## src/hdl/xfer_regs.svh

```systemverilog
`ifndef XFER_REGS_SVH
`define XFER_REGS_SVH

// register byte offsets, decoded from the low address bits
`define ADDR_DEC_W          8
`define ADDR_ACC            8'h00
`define ADDR_BREG           8'h04
`define ADDR_OPCODE         8'h08
`define ADDR_STATUS         8'h0C
`define ADDR_CONV_ONE       8'h10
`define ADDR_CONV_TWO       8'h14
`define ADDR_CONV_THREE     8'h18
`define ADDR_TIMER_ONE      8'h1C
`define ADDR_TIMER_THREE    8'h20
`define ADDR_CLOCK_SEL      8'h24
`define ADDR_SERIAL         8'h28
`define ADDR_IRQ_ONE        8'h2C

// transfer instruction codes written to the opcode register
`define OPC_NONE            4'h0
`define OPC_CONV_ONE        4'h1
`define OPC_CONV_TWO        4'h2
`define OPC_CONV_THREE      4'h3
`define OPC_TIMER_ONE       4'h4
`define OPC_TIMER_THREE     4'h5
`define OPC_CLOCK_SEL       4'h6
`define OPC_SERIAL          4'h7
`define OPC_IRQ_ONE         4'h8

// field layout
`define NIB_W               4
`define BYTE_W              8
`define CLK_SEL_BIT         0
`define HTRANS_ACT_BIT      1
`define STATUS_BAD_OP_BIT   0

// reset values and fixed answers
`define RST_NIBBLE          4'h0
`define RST_RDATA           32'h0000_0000
`define HRESP_OKAY          1'b0

`endif

```

## src/hdl/xfer_pkg.sv

```systemverilog
`include "xfer_regs.svh"

package xfer_pkg;

   // transfer instructions of the family
   typedef enum logic [`NIB_W-1:0] {
      OP_NONE        = `OPC_NONE,
      OP_CONV_ONE    = `OPC_CONV_ONE,
      OP_CONV_TWO    = `OPC_CONV_TWO,
      OP_CONV_THREE  = `OPC_CONV_THREE,
      OP_TIMER_ONE   = `OPC_TIMER_ONE,
      OP_TIMER_THREE = `OPC_TIMER_THREE,
      OP_CLOCK_SEL   = `OPC_CLOCK_SEL,
      OP_SERIAL      = `OPC_SERIAL,
      OP_IRQ_ONE     = `OPC_IRQ_ONE
   } op_e;

   // bus data-phase states, gray along idle -> wait -> done
   typedef enum logic [1:0] {
      BUS_IDLE    = 2'b00,
      BUS_WR      = 2'b10,
      BUS_RD_WAIT = 2'b01,
      BUS_RD_DONE = 2'b11
   } bus_e;

   // one decoded instruction with its source operands
   typedef struct packed {
      logic               valid;
      op_e                op;
      logic [`NIB_W-1:0]  acc;
      logic [`NIB_W-1:0]  breg;
   } exec_s;

   // destination registers of the family
   typedef struct packed {
      logic [`NIB_W-1:0]  conv_ctrl_one;
      logic [`NIB_W-1:0]  conv_ctrl_two;
      logic [`NIB_W-1:0]  conv_ctrl_three;
      logic [`BYTE_W-1:0] timer_one_reload;
      logic [`BYTE_W-1:0] timer_three_reload;
      logic               clock_select_reg;
      logic [`BYTE_W-1:0] serial_shift;
      logic [`NIB_W-1:0]  irq_ctrl_one;
   } periph_s;

   // true for a code that names one of the transfers
   function automatic logic op_known(input logic [`NIB_W-1:0] code);
      logic ok;
      ok = (code >= `OPC_CONV_ONE) && (code <= `OPC_IRQ_ONE);
      return ok;
   endfunction

endpackage

```

## src/hdl/xfer_exec_regs.sv

```systemverilog
`timescale 1ns/10ps
`default_nettype none

module xfer_exec_regs
   import xfer_pkg::*;
(
   // clock and reset
   input  wire logic    hclk,
   input  wire logic    hresetn,
   // decoded instruction
   input  wire exec_s   cmd,
   // destination registers
   output var  periph_s regs
);

   periph_s regs_r;
   periph_s regs_nxt;

   // only the addressed destination changes; all else holds
   always_comb begin
      regs_nxt = regs_r;
      if (cmd.valid) begin
         case (cmd.op)
            OP_CONV_ONE:    regs_nxt.conv_ctrl_one   = cmd.acc;
            OP_CONV_TWO:    regs_nxt.conv_ctrl_two   = cmd.acc;
            OP_CONV_THREE:  regs_nxt.conv_ctrl_three = cmd.acc;
            OP_TIMER_ONE: begin
               regs_nxt.timer_one_reload = {cmd.breg, cmd.acc};
            end
            OP_TIMER_THREE: begin
               regs_nxt.timer_three_reload = {cmd.breg, cmd.acc};
            end
            OP_CLOCK_SEL: begin
               // upper accumulator bits are dropped on purpose
               regs_nxt.clock_select_reg = cmd.acc[`CLK_SEL_BIT];
            end
            OP_SERIAL: begin
               regs_nxt.serial_shift = {cmd.breg, cmd.acc};
            end
            OP_IRQ_ONE:     regs_nxt.irq_ctrl_one = cmd.acc;
            default:        regs_nxt = regs_r;
         endcase
      end
   end

   // register stage
   always_ff @(posedge hclk or negedge hresetn) begin
      if (!hresetn) begin
         regs_r <= '0;
      end else begin
         regs_r <= regs_nxt;
      end
   end

   assign regs = regs_r;

endmodule

`default_nettype wire

```

## src/hdl/peripheral_xfer_top.sv

```systemverilog
// The implementer's own choices: the address map and the AHB-Lite register port.
`timescale 1ns/10ps
`default_nettype none

module peripheral_xfer_top
   import xfer_pkg::*;
(
   // clock and reset
   input  wire logic        hclk,
   input  wire logic        hresetn,
   // ahb-lite slave
   input  wire logic        hsel,
   input  wire logic [31:0] haddr,
   input  wire logic [1:0]  htrans,
   input  wire logic        hwrite,
   input  wire logic [2:0]  hsize,
   input  wire logic [31:0] hwdata,
   input  wire logic        hready,
   output logic      [31:0] hrdata,
   output logic             hreadyout,
   output logic             hresp,
   // destination registers towards the peripherals
   output periph_s          periph,
   output logic             exec_pulse
);

   bus_e                     st_r;
   bus_e                     st_nxt;
   logic [`ADDR_DEC_W-1:0]   addr_r;
   logic [`ADDR_DEC_W-1:0]   addr_nxt;
   logic [`NIB_W-1:0]        acc_r;
   logic [`NIB_W-1:0]        acc_nxt;
   logic [`NIB_W-1:0]        breg_r;
   logic [`NIB_W-1:0]        breg_nxt;
   logic [`NIB_W-1:0]        last_op_r;
   logic [`NIB_W-1:0]        last_op_nxt;
   logic                     bad_op_r;
   logic                     bad_op_nxt;
   logic [31:0]              hrdata_r;
   logic [31:0]              hrdata_nxt;
   logic                     take;
   logic                     wr_act;
   logic                     op_wr;
   logic [`NIB_W-1:0]        wr_nib;
   exec_s                    cmd;
   periph_s                  regs;

   // read mux; unmapped offsets read as zero
   function automatic logic [31:0] rd_mux(
      input logic [`ADDR_DEC_W-1:0] a,
      input periph_s                p,
      input logic [`NIB_W-1:0]      acc,
      input logic [`NIB_W-1:0]      breg,
      input logic [`NIB_W-1:0]      last_op,
      input logic                   bad_op
   );
      logic [31:0] d;
      d = `RST_RDATA;
      if (a == `ADDR_ACC) begin
         d = 32'(acc);
      end else if (a == `ADDR_BREG) begin
         d = 32'(breg);
      end else if (a == `ADDR_OPCODE) begin
         d = 32'(last_op);
      end else if (a == `ADDR_STATUS) begin
         d = 32'(bad_op);
      end else if (a == `ADDR_CONV_ONE) begin
         d = 32'(p.conv_ctrl_one);
      end else if (a == `ADDR_CONV_TWO) begin
         d = 32'(p.conv_ctrl_two);
      end else if (a == `ADDR_CONV_THREE) begin
         d = 32'(p.conv_ctrl_three);
      end else if (a == `ADDR_TIMER_ONE) begin
         d = 32'(p.timer_one_reload);
      end else if (a == `ADDR_TIMER_THREE) begin
         d = 32'(p.timer_three_reload);
      end else if (a == `ADDR_CLOCK_SEL) begin
         d = 32'(p.clock_select_reg);
      end else if (a == `ADDR_SERIAL) begin
         d = 32'(p.serial_shift);
      end else if (a == `ADDR_IRQ_ONE) begin
         d = 32'(p.irq_ctrl_one);
      end
      return d;
   endfunction

   // bus phase tracking; reads take one wait state so hrdata is a flop
   always_comb begin
      take     = hsel && htrans[`HTRANS_ACT_BIT] && hready;
      addr_nxt = addr_r;
      st_nxt   = BUS_IDLE;
      if (take) begin
         addr_nxt = haddr[`ADDR_DEC_W-1:0];
         st_nxt   = hwrite ? BUS_WR : BUS_RD_WAIT;
      end else if (st_r == BUS_RD_WAIT) begin
         st_nxt   = BUS_RD_DONE;
      end
   end

   always_ff @(posedge hclk or negedge hresetn) begin
      if (!hresetn) begin
         st_r   <= BUS_IDLE;
         addr_r <= '0;
      end else begin
         st_r   <= st_nxt;
         addr_r <= addr_nxt;
      end
   end

   assign hreadyout = (st_r != BUS_RD_WAIT);
   assign hresp     = `HRESP_OKAY;

   // write data phase: operand registers, opcode issue, status clear
   always_comb begin
      wr_act      = (st_r == BUS_WR);
      wr_nib      = hwdata[`NIB_W-1:0];
      op_wr       = wr_act && (addr_r == `ADDR_OPCODE);
      acc_nxt     = acc_r;
      breg_nxt    = breg_r;
      last_op_nxt = last_op_r;
      bad_op_nxt  = bad_op_r;
      // transfers themselves never touch the operands
      if (wr_act && addr_r == `ADDR_ACC) begin
         acc_nxt = wr_nib;
      end
      if (wr_act && addr_r == `ADDR_BREG) begin
         breg_nxt = wr_nib;
      end
      if (wr_act && addr_r == `ADDR_STATUS
          && hwdata[`STATUS_BAD_OP_BIT]) begin
         bad_op_nxt = 1'b0;
      end
      if (op_wr) begin
         last_op_nxt = wr_nib;
         // a bad code in the clearing cycle still sets the flag
         if (!op_known(wr_nib)) begin
            bad_op_nxt = 1'b1;
         end
      end
   end

   // operands go straight from the flops, so a transfer issued right
   // after an operand write sees the new value
   always_comb begin
      cmd.valid = op_wr && op_known(wr_nib);
      cmd.op    = op_e'(wr_nib);
      cmd.acc   = acc_r;
      cmd.breg  = breg_r;
   end

   always_ff @(posedge hclk or negedge hresetn) begin
      if (!hresetn) begin
         acc_r     <= `RST_NIBBLE;
         breg_r    <= `RST_NIBBLE;
         last_op_r <= `OPC_NONE;
         bad_op_r  <= 1'b0;
      end else begin
         acc_r     <= acc_nxt;
         breg_r    <= breg_nxt;
         last_op_r <= last_op_nxt;
         bad_op_r  <= bad_op_nxt;
      end
   end

   // read data captured in the wait state, held until the next read
   always_comb begin
      hrdata_nxt = hrdata_r;
      if (st_r == BUS_RD_WAIT) begin
         hrdata_nxt = rd_mux(addr_r, regs, acc_r, breg_r,
                             last_op_r, bad_op_r);
      end
   end

   always_ff @(posedge hclk or negedge hresetn) begin
      if (!hresetn) begin
         hrdata_r <= `RST_RDATA;
      end else begin
         hrdata_r <= hrdata_nxt;
      end
   end

   assign hrdata = hrdata_r;

   // destination registers, written in the cycle after issue
   xfer_exec_regs u_exec (
      .hclk    (hclk),
      .hresetn (hresetn),
      .cmd     (cmd),
      .regs    (regs)
   );

   assign periph     = regs;
   assign exec_pulse = cmd.valid;
endmodule

`default_nettype wire

```

## config.mk

```make
export PLATFORM = sky130hd
export DESIGN_NAME = peripheral_xfer_top
export DESIGN_NICKNAME = d
export VERILOG_FILES = /design/src/hdl/xfer_pkg.sv /design/src/hdl/xfer_exec_regs.sv /design/src/hdl/peripheral_xfer_top.sv
export VERILOG_INCLUDE_DIRS = /design/src /design/src/hdl
export SDC_FILE = /design/constraint.sdc
export NUM_CORES = 1
export LEC_CHECK = 0
export BUFFER_PORTS_ARGS = -buffer_cell sky130_fd_sc_hd__clkbuf_2
export CORE_UTILIZATION = 36
export DETAILED_ROUTE_END_ITERATION = 10
export PLACE_DENSITY = 0.69
export SLEW_MARGIN = 30
export SYNTH_ARGS = -nofsm -noshare
export SYNTH_HDL_FRONTEND = slang
export SYNTH_SLANG_ARGS = --single-unit
export TNS_END_PERCENT = 20
```

## constraint.sdc

```tcl
create_clock -name hclk -period 6.55 [get_ports hclk]
set_clock_uncertainty 0.05 [all_clocks]
set_input_delay 0.3275 -clock hclk [delete_from_list [all_inputs] [get_ports hclk]]
set_output_delay 0.3275 -clock hclk [all_outputs]
set_load 0.02 [all_outputs]
```

==> impl_summary.log <==
[metrics] outcome: completed
[metrics] Max Slew Vio Count: 0
[metrics] Largest delay share family, worst path: simple AND/OR/NAND/NOR gates
[metrics] post-detailed-placement half-perimeter wirelength: 6225 um
[metrics] top post-synthesis cells by area: sky130_fd_sc_hd__dfrtp_1 (49%), sky130_fd_sc_hd__mux2_2 (20%), sky130_fd_sc_hd__buf_4 (5.1%)
[metrics] count of cells resized by post-cts repair: 0
[metrics] critical path capture point type: flop
[metrics] stage delay of the slowest cell on the critical path: 0.92 ns
[metrics] Seq cells post-synth: 72
[metrics] final layout net count: 455
[metrics] proportion of synthesized chip area in sequential cells: 49.33%
[metrics] CORE AREA: 9819 um2
[metrics] area of the mapped netlist: 3652 um2
[metrics] startpoint types: flop
[metrics] maximum vdd drop: 0.1001 mV
[metrics] slowest CP cell: sky130_fd_sc_hd__dfrtp_1
[metrics] number of antenna violations at the first check in global routing: 0
[metrics] library cells used by synthesis: 41
[metrics] total clock sinks: 72
[metrics] hold-fix buffers at CTS: 0
[metrics] GR Overflow Total: 0
[metrics] Layout Area Growth over Synthesis: 16.31%
[metrics] Post-Synthesis Mean Instance Area: 11.56 um2
[metrics] die extent in y: 102.7 um
[metrics] final cycle utilization of the critical path: 45.71%
[metrics] Lkg Pwr: 2.070 nW
[metrics] total DRC errors in the routed layout: 0
[metrics] total number of yosys warnings: 0
[metrics] Async S/R FF share, synth: 100.0%
[metrics] count of standard-cell rows: 36
[metrics] cell total after placement: 503
[metrics] arrival time reported for the critical path endpoint: 3.17 ns
[metrics] residual antenna-violating net count after detailed routing: 0
[metrics] Worst Hold Class: in2async
[metrics] via count of the routed design: 2732
[metrics] number of optimization iterations in the first detailed-route pass: 4
[metrics] largest fanout of any net on the critical path: 22
[metrics] Wirelength per Cell: 16.84 um
[metrics] clock-pin slew on the worst setup and hold paths: 0.07 ns
[metrics] weighted congestion reported at the end of routability-driven placement: 0.8451
[metrics] achievable frequency: 0.3340 GHz
[metrics] transition time of the tightest slew-check pin: 0.8818 ns
[metrics] worst path buffer plus inverter count: 0
[metrics] classification of the worst setup path: reg2reg
[metrics] leading area contributor after synthesis: sky130_fd_sc_hd__dfrtp_1
[metrics] cells along the critical path: nor2b_1 -> nand2_1 -> nor4_2 -> nand3b_1 -> mux2_2
[metrics] number of hold-slack violations in the final timing report: 0
[metrics] Critical path origin: addr_r[3]
[metrics] PortBufs: 68
[metrics] unrepaired setup endpoints after global routing: no
[metrics] Worst R2R Setup Slack: 3.56 ns
[metrics] global-route wire length before repair: 13810 um
[metrics] insertion delay of the later-clocked pin in the worst-skew pair: 0.34 ns
[metrics] filler cell count in the final layout: 950
[metrics] final-report setup violation count: 0
[metrics] detailed-route vias per instance: 5.264
[metrics] count of antenna diodes in the layout: 0
[metrics] H-tree level count: 3
[metrics] worst flop-to-flop path startpoint: addr_r[3]
[metrics] fraction of the core area covered by cells at the end of the flow: 43.26%
[metrics] Cell Count, Final, Fillers Out: 519
[metrics] largest buffer count on any clock path: 2
[metrics] fin crit period: 2.994 ns
[metrics] most common cell after layout, fill and taps aside: sky130_fd_sc_hd__dfrtp_1
[metrics] post-CTS setup buffer count: 0
[metrics] width of the die: 102.7 um
[metrics] maximum capacitance violations: 0
[metrics] clock tree from TritonCTS: done
[metrics] number of top-level design ports: 150
[metrics] area of placed instances: 4020 um2
[metrics] pin count of the biggest net entering global routing: 73
[metrics] Primary FF master, synth: sky130_fd_sc_hd__dfrtp_1
[metrics] post-route cell area: 4248 um2
[metrics] DRT iter0 DRCs: 233
[metrics] worst path required time: 6.73 ns
[metrics] GRT Overall Usage: 17.87%
[metrics] Register-to-Register Path Depth: 5
[metrics] root buf cell: sky130_fd_sc_hd__clkbuf_8
[metrics] gate count after technology mapping: 316
[metrics] cell area power density: 255.9 nW/um2
[metrics] most frequent cells in the layout: sky130_fd_sc_hd__dfrtp_1 (72), sky130_fd_sc_hd__clkbuf_2 (67), sky130_fd_sc_hd__mux2_2 (65), sky130_fd_sc_hd__conb_1 (25), sky130_fd_sc_hd__nand2_1 (20)
[metrics] layout cells sized above 1: 41.19%
[metrics] clock buffers created by TritonCTS: 9
[metrics] relative max-transition margin: 41.22%
[metrics] Synth top area share: 49.33%
[metrics] number of cells on the critical path: 5
[metrics] area enclosed by the die boundary: 10550 um2
[metrics] Final TNS setup: 0 ns
[metrics] initial standard-cell utilization of the core: 37.19%
[metrics] number of global-route vias before repair: 2606
[metrics] number of synthesized flops with an enable pin: 0
[metrics] Detailed Route WL: 8740 um
cell usage after synthesis, types with 3 or more instances:
cell,n
sky130_fd_sc_hd__o211ai_1,3
sky130_fd_sc_hd__o22ai_1,4
sky130_fd_sc_hd__mux2i_1,10
sky130_fd_sc_hd__and3_1,4
sky130_fd_sc_hd__clkbuf_1,12
sky130_fd_sc_hd__nor3_1,8
sky130_fd_sc_hd__o2bb2ai_1,3
sky130_fd_sc_hd__o221ai_1,3
sky130_fd_sc_hd__buf_1,3
sky130_fd_sc_hd__buf_4,25
sky130_fd_sc_hd__o21ai_0,11
sky130_fd_sc_hd__a21oi_1,18
sky130_fd_sc_hd__nor2_1,6
sky130_fd_sc_hd__mux2_2,65
sky130_fd_sc_hd__nand2_1,20
sky130_fd_sc_hd__inv_1,6
sky130_fd_sc_hd__dfrtp_1,72
sky130_fd_sc_hd__nor2b_1,7
sky130_fd_sc_hd__nand4_1,4
sky130_fd_sc_hd__nand3_1,5
where the power goes:
group | internal, mW | switching [mW]
clock | 0.217 | 0.160
sequential | 0.477 | 0.0537
combinational | 0.0684 | 0.110
final cells by class:
cell class | count | area (um2) | share of cell area, %
inverter | 6 | 22.52 | 0.5302
timing repair buffer | 70 | 359.1 | 8.454
multi-input combinational | 222 | 1680 | 39.56
clock buffer | 14 | 182.7 | 4.300
sequential | 72 | 1802 | 42.42
tap | 133 | 166.4 | 3.918
clock inverter | 2 | 35.03 | 0.8247
through the flow:
step	hold slack, ns	setup WS [ns]	total power [mW]
after detailed placement	0.4254	3.608	0.7166
after global placement	0.4127	3.659	0.7105
after global routing	0.07942	3.271	1.141
final	0.03303	3.556	1.087
after floorplan	-0.01809	4.175	0.6619
after CTS	0.1250	3.232	1.093
logic make-up (layout without fill, tap and decap cells):
logic type,count (synthesis),after routing,synth area share (%)
other,1,25,0.1027
AOI/OAI and AO/OA,50,50,8.428
muxes,76,76,23.40
xor gates and xnor gates,1,1,0.2399
and+or+nand+nor,70,70,11.20
buffers and inverters,46,92,7.297
DFF,72,72,49.33
final timing paths:
path,to
max,u_exec.regs[27]
min,hrdata[4]
max reg2reg,u_exec.regs[27]
min reg2reg,hrdata[6]
max in group asynchronous,last_op_r[3]
min in group hclk,st_r[0]
registers in the layout (all words and copies together), names as in the netlist:
name / cells
last_op_r: 4
u_exec.regs: 41
breg_r: 4
addr_r: 8
st_r: 2
acc_r: 4
hrdata: 8
bad_op_r: 1
routing by layer:
| metal | vias to the layer above | global-route usage, % | part of all wire [%] |
|---|---|---|---|
| li1 | 1222 | - | - |
| met1 | 1372 | 25.17 | 45 |
| met2 | 121 | 25.74 | 45 |
| met3 | 17 | 3.729 | 6.7 |
| met4 | 0 | 9.560 | 2.6 |
| met5 | - | 0 | 0 |
Note: power is estimated with default switching activity, not from simulation.
